--- src/ocpre_pkg.sv ---
// Constants for the preloadable occurrence counter block
package ocpre_pkg;

  // ==========================================================
  // Widths
  localparam int unsigned OCPRE_ADDR_W   = 12;
  localparam int unsigned OCPRE_DATA_W   = 32;
  localparam int unsigned OCPRE_CNT_W    = 12;
  localparam int unsigned OCPRE_PTR_W    = 4;
  localparam int unsigned OCPRE_DEPTH    = 16;
  localparam int unsigned OCPRE_SENSE_W  = 3;

  // ==========================================================
  // Register indices; byte address is four times the index
  localparam logic [7:0] OCPRE_IDX_PTR_STATUS  = 8'h04;
  localparam logic [7:0] OCPRE_IDX_SENSE       = 8'h0E;
  localparam logic [7:0] OCPRE_IDX_QUAL_CTRL   = 8'h10;
  localparam logic [7:0] OCPRE_IDX_PTR_CLK_CTL = 8'h11;
  localparam logic [7:0] OCPRE_IDX_PTR_STROBE  = 8'h12;
  localparam logic [7:0] OCPRE_IDX_RAM_LOW     = 8'h13;
  localparam logic [7:0] OCPRE_IDX_RAM_HIGH    = 8'h14;
  localparam logic [7:0] OCPRE_IDX_PRESET      = 8'h15;
  localparam logic [7:0] OCPRE_IDX_COUNT       = 8'h16;
  localparam logic [7:0] OCPRE_IDX_COUNT_CLK   = 8'h1F;

  // ==========================================================
  // Field positions
  localparam int unsigned OCPRE_QUAL_DUAL_BIT   = 7;
  localparam int unsigned OCPRE_QUAL_LDMODE_BIT = 0;
  localparam int unsigned OCPRE_PCLK_EN_N_BIT   = 0;
  localparam int unsigned OCPRE_SENSE_LSB       = 2;
  // Counter bits that reach the sense lines, one per counter slice
  localparam int unsigned OCPRE_SENSE_SRC0      = 11;
  localparam int unsigned OCPRE_SENSE_SRC1      = 6;
  localparam int unsigned OCPRE_SENSE_SRC2      = 1;

  // ==========================================================
  // Values after reset
  localparam logic [7:0]  OCPRE_QUAL_RST  = 8'h00;
  localparam logic [7:0]  OCPRE_PCLK_RST  = 8'h01;
  localparam logic [11:0] OCPRE_CNT_RST   = 12'h000;
  localparam logic [3:0]  OCPRE_PTR_RST   = 4'h0;

endpackage

--- src/ocpre_core.sv ---
// Preloadable occurrence counter with preset RAM behind an APB slave
`timescale 1ns/100ps
module ocpre_core
  import ocpre_pkg::*;
(
  input  wire logic                    clk,
  input  wire logic                    sys_rst,
  input  wire logic                    psel,
  input  wire logic                    penable,
  input  wire logic                    pwrite,
  input  wire logic [OCPRE_ADDR_W-1:0] paddr,
  input  wire logic [OCPRE_DATA_W-1:0] pwdata,
  output logic      [OCPRE_DATA_W-1:0] prdata,
  output logic                         pready,
  output logic                         pslverr,
  output logic                         dual_qualifier_select,
  output logic                         pointer_load_mode_n,
  output logic                         pointer_clock_enable_n,
  output logic                         trigger_status_read,
  output logic      [OCPRE_SENSE_W-1:0] counter_sense_lines,
  output logic      [OCPRE_CNT_W-1:0]  event_count_value,
  output logic      [OCPRE_PTR_W-1:0]  pointer_value
);

  // ==========================================================
  // Address decode
  function automatic logic idx_hit(input logic [OCPRE_ADDR_W-1:0] a, input logic [7:0] idx);
    idx_hit = (a[1:0] == 2'b00) && (a[OCPRE_ADDR_W-1:2] == {2'b00, idx});
  endfunction

  function automatic logic idx_known(input logic [OCPRE_ADDR_W-1:0] a);
    idx_known = idx_hit(a, OCPRE_IDX_PTR_STATUS)  || idx_hit(a, OCPRE_IDX_SENSE)
             || idx_hit(a, OCPRE_IDX_QUAL_CTRL)   || idx_hit(a, OCPRE_IDX_PTR_CLK_CTL)
             || idx_hit(a, OCPRE_IDX_PTR_STROBE)  || idx_hit(a, OCPRE_IDX_RAM_LOW)
             || idx_hit(a, OCPRE_IDX_RAM_HIGH)    || idx_hit(a, OCPRE_IDX_PRESET)
             || idx_hit(a, OCPRE_IDX_COUNT)       || idx_hit(a, OCPRE_IDX_COUNT_CLK);
  endfunction

  logic                    setup_phase;
  logic                    access_phase;
  logic                    wr_fire;
  logic                    known;
  logic [7:0]              wbyte;
  logic [7:0]              qual_reg;
  logic [7:0]              pclk_reg;
  logic [OCPRE_PTR_W-1:0]  ptr_reg;
  logic [OCPRE_CNT_W-1:0]  count_reg;
  logic [OCPRE_CNT_W-1:0]  preset_ram [OCPRE_DEPTH];
  logic [OCPRE_CNT_W-1:0]  preset_out;
  logic [OCPRE_DATA_W-1:0] prdata_reg;
  logic                    err_reg;
  logic                    sense_rd_reg;
  logic [OCPRE_SENSE_W-1:0] sense_bits;
  logic [OCPRE_SENSE_W-1:0] sense_reg;

  assign setup_phase  = psel && !penable;
  assign access_phase = psel && penable;
  assign known        = idx_known(paddr);
  // Read data is captured in setup, so every access ends in one access cycle
  assign pready       = access_phase;
  assign wr_fire      = access_phase && pwrite && known;
  assign wbyte        = pwdata[7:0];
  assign preset_out   = preset_ram[ptr_reg];

  assign sense_bits = {count_reg[OCPRE_SENSE_SRC2], count_reg[OCPRE_SENSE_SRC1], count_reg[OCPRE_SENSE_SRC0]};

  // ==========================================================
  // Control registers
  // qualifier control write
  always_ff @(posedge clk)
  begin
    if (sys_rst)
      qual_reg <= OCPRE_QUAL_RST;
    else if (wr_fire && idx_hit(paddr, OCPRE_IDX_QUAL_CTRL))
      qual_reg <= wbyte;
  end

  always_ff @(posedge clk)
  begin
    if (sys_rst)
      pclk_reg <= OCPRE_PCLK_RST;
    else if (wr_fire && idx_hit(paddr, OCPRE_IDX_PTR_CLK_CTL))
      pclk_reg <= wbyte;
  end

  assign dual_qualifier_select  = qual_reg[OCPRE_QUAL_DUAL_BIT];
  assign pointer_load_mode_n    = qual_reg[OCPRE_QUAL_LDMODE_BIT];
  assign pointer_clock_enable_n = pclk_reg[OCPRE_PCLK_EN_N_BIT];

  // ==========================================================
  // Address pointer
  // Strobes are ignored while the pointer clock is disabled
  always_ff @(posedge clk)
  begin
    if (sys_rst)
      ptr_reg <= OCPRE_PTR_RST;
    else if (wr_fire && idx_hit(paddr, OCPRE_IDX_PTR_STROBE) && !pointer_clock_enable_n)
    begin
      if (!pointer_load_mode_n)
        ptr_reg <= wbyte[OCPRE_PTR_W-1:0];
      else
        ptr_reg <= ptr_reg + 4'h1;
    end
  end

  assign pointer_value = ptr_reg;

  // ==========================================================
  // Preset RAM, no reset as in the original part
  // store inverted pattern
  always_ff @(posedge clk)
  begin
    if (wr_fire && idx_hit(paddr, OCPRE_IDX_RAM_LOW))
      preset_ram[ptr_reg][7:0] <= ~wbyte;
    else if (wr_fire && idx_hit(paddr, OCPRE_IDX_RAM_HIGH))
      preset_ram[ptr_reg][11:8] <= ~wbyte[3:0];
  end

  // ==========================================================
  // Event counter
  // twelve-bit up-counter
  always_ff @(posedge clk)
  begin
    if (sys_rst)
      count_reg <= OCPRE_CNT_RST;
    else if (wr_fire && idx_hit(paddr, OCPRE_IDX_PRESET))
      count_reg <= preset_out;
    else if (wr_fire && idx_hit(paddr, OCPRE_IDX_COUNT_CLK))
      count_reg <= count_reg + 12'h001;
  end

  assign event_count_value = count_reg;

  // ==========================================================
  // Read path
  // sense lines gated by read
  always_ff @(posedge clk)
  begin
    if (sys_rst)
    begin
      sense_rd_reg <= 1'b0;
      sense_reg    <= '0;
    end
    else
    begin
      sense_rd_reg <= setup_phase && !pwrite && idx_hit(paddr, OCPRE_IDX_SENSE);
      sense_reg    <= (setup_phase && !pwrite && idx_hit(paddr, OCPRE_IDX_SENSE)) ? sense_bits : '0;
    end
  end

  assign trigger_status_read = sense_rd_reg && access_phase;
  assign counter_sense_lines = sense_reg;

  always_ff @(posedge clk)
  begin
    if (sys_rst)
    begin
      prdata_reg <= '0;
      err_reg    <= 1'b0;
    end
    else if (setup_phase)
    begin
      err_reg    <= !known;
      prdata_reg <= '0;
      if (!pwrite)
      begin
        if (idx_hit(paddr, OCPRE_IDX_SENSE))
          prdata_reg[OCPRE_SENSE_LSB +: OCPRE_SENSE_W] <= sense_bits;
        else if (idx_hit(paddr, OCPRE_IDX_PTR_STATUS))
          prdata_reg[OCPRE_PTR_W-1:0] <= ptr_reg;
        else if (idx_hit(paddr, OCPRE_IDX_QUAL_CTRL))
          prdata_reg[7:0] <= qual_reg;
        else if (idx_hit(paddr, OCPRE_IDX_PTR_CLK_CTL))
          prdata_reg[7:0] <= pclk_reg;
        else if (idx_hit(paddr, OCPRE_IDX_COUNT))
          prdata_reg[OCPRE_CNT_W-1:0] <= count_reg;
      end
    end
  end

  assign prdata  = prdata_reg;
  assign pslverr = access_phase && err_reg;

endmodule

--- config.mk ---
export PLATFORM = sky130hd
export DESIGN_NAME = ocpre_core
export DESIGN_NICKNAME = d
export VERILOG_FILES = /design/src/ocpre_pkg.sv /design/src/ocpre_core.sv
export SDC_FILE = /design/constraint.sdc
export NUM_CORES = 1
export LEC_CHECK = 0
export BUFFER_PORTS_ARGS = -buffer_cell sky130_fd_sc_hd__buf_2
export CORE_ASPECT_RATIO = 1.2
export CORE_MARGIN = 2
export CORE_UTILIZATION = 51
export CTS_CLUSTER_SIZE = 12
export DETAILED_ROUTE_END_ITERATION = 10
export PLACE_DENSITY = 0.71
export SYNTH_ARGS = -nofsm -noshare
export SYNTH_HDL_FRONTEND = slang
export SYNTH_SLANG_ARGS = --single-unit
--- constraint.sdc ---
create_clock -name clk -period 3.1 [get_ports clk]
set_clock_uncertainty 0.1 [all_clocks]
set_input_delay 0.155 -clock clk [delete_from_list [all_inputs] [get_ports clk]]
set_output_delay 0.155 -clock clk [all_outputs]
set_load 0.02 [all_outputs]
==> PnR_summary.wiki, run 1 <==
{| class="wikitable"
! Metric !! Value
|-
| Antenna violations before repair || 0
|-
| Fillers || 1507
|-
| Pwr dens || 544 nW/um^2
|-
| Most common cell on crit path || buf_4
|-
| Number of buffers inserted by post-CTS setup repair || 0
|-
| Register share of total power || 54.3%
|-
| Resize count post-CTS || 0
|-
| Initial Utilization || 51.7%
|-
| Total non-filler cell area in the finished layout || 12000 sq um
|-
| WL per Instance || 21.8 microns
|-
| TritonCTS Buffers || 25
|-
| N_diodes || 0
|-
| Area growth from synthesis to layout || 14.9%
|-
| Max reg flops || approximately 190
|-
| Fmax || roughly 400 MHz
|-
| Proportion of layout cells with a drive suffix above 1 || 22.0%
|-
| Top cell family by delay on the critical path || simple AND/OR/NAND/NOR gates
|-
| Startpoint kind of the worst setup timing path || input pin
|-
| Routability-driven placement congestion ratio || 0.879
|-
| Number of cell rows || 57
|-
| Proportion of synthesized flip-flops having asynchronous set or reset || 0%
|-
| Clock Pin Slew Worst Setup and Hold Paths || 60 ps
|-
| Cell internal pwr || 5200 uW
|-
| Vias per inst || 6.03
|-
| WL final || 24.2 mm
|-
| Post-detailed-placement half-perimeter wirelength || 15.9 mm
|-
| Top-level port count || 106
|-
| Critical-path cell with the highest stage delay || dlygate4sd3_1
|-
| Crit Path Max Fanout || 8
|-
| Net Sw Frac || between 20 and 25%
|-
| Number of synthesis warnings || 0
|-
| Die X || 135 microns
|-
| Number of nets in the final layout || 877
|-
| Post-Route Utilization || between 50% and 60%
|-
| Area share of the leading cell type in the synthesized netlist || 55.2%
|-
| Portion of total power attributed to combinational logic || between 2 and 3%
|-
| Die Footprint || 21600 sq um
|-
| Data arrival time of the critical path || between 2000 and 3000 ps
|-
| Slew Limit Headroom || 19.5%
|-
| Post-synth design cell area || 10400 sq um
|-
| First-pass GRT wire length || roughly 37 mm
|-
| GR Util All Layers || between 20 and 25%
|-
| Startpoint-to-endpoint class of the critical path || in2reg
|-
| Maximum vdd drop || roughly 360 uV
|-
| Switch Pwr || 1320 uW
|-
| Clock power share || 43.2%
|-
| Detailed Route Iter0 Violations || 659
|-
| Period utilisation layout || 81.4%
|-
| Worst hold path type || in2reg
|-
| Worst-path cell chain || dlygate4sd3_1, buf_2, nand3_1, or2_2, nor4_1, buf_4, nand2_1, nor2_1, buf_4
|-
| Number of DRC violations after detailed routing || 0
|-
| Placed inst area || 11100 sq um
|-
| DRT Pass-1 Iters || 5
|-
| H-Tree Level Count || 1
|-
| Via count || 6676
|-
| TNS Setup || 0 ps
|-
| Worst-margin pin slew || 1210 ps
|-
| Minimum clock period || 2520 ps
|-
| Maximum count of clock buffers along a single path || 3
|-
| Critical path data required time || 3230 ps
|-
| Number of enable-type register cells in the synthesized netlist || 192
|-
| Post-synth top area cell || edfxtp_1
|-
| Longest individual stage delay on the worst path || about 520 ps
|-
| Vias in the first global route || 6733
|-
| CTS Root Buffer Type || clkbuf_16
|-
| Most repeated cell in the gate-level netlist after synthesis || edfxtp_1
|-
| Post-detailed-route count of antenna-violating nets || 0
|-
| Total of endpoints with negative setup slack in the final report || 0
|-
| Most used flip-flop cell after synthesis || edfxtp_1
|-
| Buffers and inverters on the worst path || 4
|-
| Max-cap viol count || 0
|-
| RSZ-0062 raised after global routing || false
|-
| Area of combinational cells with multiple inputs || 3290 sq um
|-
| CP endpoint kind || flop
|-
| IO buf count || 61
|-
| Maximum number of pins on one net before global-route repair || 55
|-
| Most numerous cell types in the synthesized netlist || edfxtp_1 (192), nor2_1 (69), dfxtp_1 (53)
|-
| Total count of max-transition violations in the final report || 0
|-
| Leakage power || 0.00407 uW
|-
| Synthesized flop and latch total || 245
|-
| Clock Sinks || 245
|-
| Total core area || 20200 sq um
|-
| Area taken by flip-flops and latches || 6830 sq um
|-
| Avg Synthesized Cell Area || 14.4 sq um
|-
| Dominant cells by area after synthesis || edfxtp_1 (55%), dfxtp_1 (10%), mux4_2 (9.1%), mux2i_1 (3.5%), nor2_1 (2.5%)
|-
| TritonCTS clock tree || yes
|-
| Distinct cell type count after synthesis || 56
|-
| Sum of overflow across all layers after global routing || 0
|-
| Die height || 161 microns
|-
| Sequential-to-total area share from yosys stat || between 60% and 70%
|-
| Cell count after synthesis || ~730
|-
| Run status || completed
|-
| Insertion delay to the later sink of the worst-skew pair || between 500 and 600 ps
|-
| Final hold violation count || 0
|}
## final timing paths
check / slack (ps) / depth (start not counted) / endpoint / start
min reg2reg: 350 / 2 / prdata[5]$_SDFFE_PP0P_ / prdata[5]$_SDFFE_PP0P_
min: 50 / 4 / prdata[9]$_SDFFE_PP0P_ / pwrite
max: 580 / 9 / preset_ram[5][6]$_DFFE_PP_ / psel
max reg2reg: 780 / 6 / event_count_value[2]$_SDFFE_PP0P_ / flop
## cell type report
class,count,area share (%)
Sequential cell,245,56.9
Timing Repair Buffer,108,5.97
Tap cell,265,2.76
Inverter,20,0.626
Multi-Input combinational cell,423,27.4
Clock buffer,43,5.86
Clock inverter,3,0.417
## worst reg2reg max path: cells and delay by family, from the launching register on
kind | cells | cell delay [ps]
DFF | 1 | 340
AOI/OAI and AO/OA | 3 | 530
buffers and inverters | 1 | 280
muxes | 2 | 920
## cells by family (layout without fill, tap and decap cells)
logic type / count (synthesis) / after routing / synth area share, %
AO/OA/AOI/OAI: 102 / 102 / 6.60
flip-flops: 245 / 245 / 65.4
multiplexers: 80 / 80 / 12.7
adder cells (fa/ha/maj): 5 / 5 / 0.599
buffers and inverters: 78 / 174 / 3.75
AND/OR/NAND/NOR: 216 / 216 / 10.9
other: 1 / 20 / 0.0359
## repair_timing
| item | 4_1_cts | 5_1_grt |
|---|---|---|
| hold buffers | 13 | 0 |
| endpoints found under the hold margin | 24 | 0 |
| endpoints found under the setup margin | 0 | 0 |
## layer usage
layer,up-vias,track usage (%),share of wire (%)
met4,0,9.76,4.3
met3,77,3.19,6.6
li1,2965,-,-
met1,3303,27.8,38
met2,331,39.1,51
met5,-,0,0
## through the flow
stage          setup slack, ps  hold slack [ps]  total power [uW]  instances
2_1_floorplan              464              199              3720        746
3_3_place_gp               334              317              3760       1048
3_5_place_dp               291              329              3760       1048
4_1_cts                    650             29.2              6550       1107
5_1_grt                    415             52.1              6690       1107
6_report                   577             47.5              6520       1107
## power groups by stage
stage | combinational, uW | clock, uW | sequential, uW
6_report | 165 | 2820 | 3540
5_1_grt | 180 | 2970 | 3540
4_1_cts | 163 | 2850 | 3540
3_5_place_dp | 152 | 0 | 3610
3_3_place_gp | 145 | 0 | 3610
2_1_floorplan | 111 | 0 | 3610
## cell usage in the layout, fill, tap and decap left out, drive strengths merged, types with 2 or more instances in the layout
cell | synthesis | final
a21oi | 16 | 16
and2 | 3 | 3
mux2i | 36 | 36
nand2b | 11 | 11
and3 | 5 | 5
conb | 1 | 20
nor2b | 11 | 11
or2 | 4 | 4
nor2 | 69 | 69
mux4 | 42 | 42
or4b | 2 | 2
a211oi | 5 | 5
nand2 | 41 | 41
o21ai | 21 | 21
buf | 40 | 95
edfxtp | 192 | 192
o32ai | 4 | 4
mux2 | 2 | 2
nand3b | 6 | 6
ha | 5 | 5
or3 | 4 | 4
a31oi | 10 | 10
dfxtp | 53 | 53
o211ai | 12 | 12
a41o | 2 | 2
clkbuf | 18 | 43
nand4 | 5 | 5
or4 | 5 | 5
dlygate4sd3 | 0 | 13
a22oi | 15 | 15
nor4 | 12 | 12
a22o | 4 | 4
a221oi | 8 | 8
inv | 19 | 21
nand3 | 24 | 24
nor3 | 8 | 8
Power figures use the tool's default switching activity.
==> inputs of run 2 (changes only) <==
PLACE_DENSITY = 0.73   (was 0.71)
clock period = 2.2 ns   (was 3.1 ns; I/O delays follow)
==> run 2 against run 1 <==
  * Design area up 3.7%
  * Hold slack got worse by 57 ps
  * Sequential power up 41%
  * Sequential share of layout area fell by 2.0 points
  * Die area did not move
  * Largest power group unchanged
  * Largest cell class unchanged
  * Final cell count increased by 2.2%
  * Routed wire length increased by 2.3%
  * The run now ends with hold timing left
==> PnR_summary.wiki, run 2 (synthesis results as in run 1) <==
{| class="wikitable"
! Metric !! Value
|-
| Total non-filler cell area in the finished layout || between 10000 and 15000 sq um
|-
| Worst-path cell chain || dlygate4sd3_1, buf_2, nand3_2, or2_2, buf_4, nor4_4, buf_4, nand2_2, nor2_4
|-
| Commonest cells after routing, fill and taps aside || edfxtp_1 (192), buf_2 (61), buf_4 (54)
|-
| CP endpoint kind || flop
|-
| Clock Sinks || 245
|-
| Die Footprint || 21600 sq um
|-
| TritonCTS clock tree || yes
|-
| Total of endpoints with negative setup slack in the final report || 0
|-
| Die X || 135 microns
|-
| Stages on the worst setup path || 9
|-
| Most common library cell in the layout ignoring fill and taps || edfxtp_1
|-
| Worst hold path type || in2reg
|-
| Top-level port count || 106
|-
| Slew Limit Headroom || 60.2%
|-
| Fillers || 1463
|-
| Area of combinational cells with multiple inputs || 3520 sq um
|-
| Critical-path cell with the highest stage delay || dlygate4sd3_1
|-
| Longest individual stage delay on the worst path || 520 ps
|-
| H-Tree Level Count || 1
|-
| Detailed Route Iter0 Violations || 733
|-
| Area growth from synthesis to layout || 19.2%
|-
| Most common cell on crit path || buf_4
|-
| Depth of the worst register-to-register path || 6
|-
| Final hold violation count || 2
|-
| Start point of the critical path || penable
|-
| Critical path data required time || 2280 ps
|-
| CTS Root Buffer Type || clkbuf_16
|-
| Die height || ~160 microns
|-
| Maximum vdd drop || between 500 and 600 uV
|-
| Cell depth of the worst min-delay path || 3
|-
| Max reg flops || ~190
|-
| IO buf count || 61
|-
| Insertion delay to the later sink of the worst-skew pair || 510 ps
|-
| Post-detailed-placement half-perimeter wirelength || 17.2 mm
|-
| WL per Instance || 21.9 microns
|-
| Antenna violations before repair || 0
|-
| Top cell family by delay on the critical path || simple AND/OR/NAND/NOR gates
|-
| Vias in the first global route || about 6900
|-
| Startpoint kind of the worst setup timing path || input pin
|-
| Number of DRC violations after detailed routing || 0
|-
| Sum of overflow across all layers after global routing || 0
|-
| Maximum number of pins on one net before global-route repair || between 40 and 50
|-
| Total core area || about 20000 sq um
|-
| Worst-margin pin slew || 594 ps
|-
| Total count of max-transition violations in the final report || 0
|-
| N_diodes || 0
|-
| Period utilisation layout || 96.7%
|-
| Area taken by flip-flops and latches || 6830 sq um
|-
| Clock Pin Slew Worst Setup and Hold Paths || 60 ps
|-
| Routability-driven placement congestion ratio || 0.912
|-
| Minimum clock period || 2130 ps
|-
| Vias per inst || roughly 6.0
|-
| Violated checks || hold timing
|-
| Number of cell rows || 57
|-
| Fmax || 470 MHz
|-
| Pwr dens || 725 nW/um^2
|-
| Data arrival time of the critical path || 2210 ps
|-
| Hold WS || -9.39 ps
|-
| DRT Pass-1 Iters || 5
|-
| Max-cap viol count || 0
|-
| GR Util All Layers || 23.0%
|-
| Reg2reg setup slack || roughly 140 ps
|-
| Placed inst area || about 12000 sq um
|-
| Proportion of layout cells with a drive suffix above 1 || between 20 and 30%
|-
| Leakage power || around 0.0042 uW
|-
| Maximum count of clock buffers along a single path || 3
|-
| Crit Path Max Fanout || 8
|-
| First-pass GRT wire length || around 38 mm
|-
| Via count || 6769
|-
| Buffers and inverters on the worst path || 4
|-
| WL final || 24.7 mm
|-
| TritonCTS Buffers || 24
|-
| Number of nets in the final layout || 903
|-
| Endpoint of the lowest-slack register-to-register path || event_count_value[1]$_SDFFE_PP0P_
|-
| RSZ-0062 raised after global routing || false
|-
| Post-detailed-route count of antenna-violating nets || 0
|-
| Initial Utilization || about half
|-
| Post-Route Utilization || 61.6%
|-
| Critical path endpoint || preset_ram[15][0]$_DFFE_PP_
|-
| Startpoint-to-endpoint class of the critical path || in2reg
|-
| Run status || complete, but fails checks
|}
## run 2: layer usage
metal / share of wire (%) / routed length (microns) / GRT usage, %
met1: 40 / 9900 / 29.8
met2: 51 / 12500 / 39.3
met3: 6.1 / 1500 / 3.44
met4: 3.4 / 836 / 8.56
met5: 0 / 0 / 0
## run 2: how the worst min path moves through the flow
stage | start | slack [ps] | to
after floorplan | pwdata[1] | 150 | pclk_reg[1]$_SDFFE_PP0P_
after global placement | pwdata[5] | 270 | qual_reg[5]$_SDFFE_PP0P_
after detailed placement | pwdata[6] | 290 | pclk_reg[6]$_SDFFE_PP0P_
after CTS | paddr[5] | 50 | err_reg$_SDFFE_PP0P_
after global routing | paddr[5] | 30 | event_count_value[2]$_SDFFE_PP0P_
final | paddr[5] | -9 | event_count_value[4]$_SDFFE_PP0P_
## run 2: final cells by class
type | count | area share (%)
multi-input cells | 423 | 28.3
well taps | 265 | 2.67
inverters | 20 | 0.634
repair buffers | 135 | 7.73
flip-flops and latches | 245 | 54.9
clock inverters | 1 | 0.0402
clock buffers | 42 | 5.70
## run 2: report_power, final
part	total (uW)	internal, uW	switching [uW]
Clock	3770	2170	1600
Combinational	263	69.4	194
Sequential	4990	4980	4.65
## run 2: worst register-to-register path, delay by kind of cell, from the launching register on
family          cells  cell delay, ps
mux                 2             840
flops               1             390
compound gates      2             310
buf+inv             1             210
simple gates        1             100
## run 2: repair_timing
action                                  CTS  global route
endpoints found under the setup margin    0            54
hold endpoints to repair                 39             0
hold buffers                             15             0
resized for setup                         0             6
setup buffers                             0             1
## run 2: metrics by stage
stage,hold WS (ps),instances,power (uW),setup WS [ps],TNS (ps)
final,-9.39,1131,9020,72.6,0
after global routing,27.7,1131,9290,3.63,0
after CTS,52.4,1132,9080,54.1,0
after detailed placement,288,1074,5330,-277,-45260
after global placement,273,1074,5320,-241,-38140
after floorplan,154,746,5250,-118,-6660
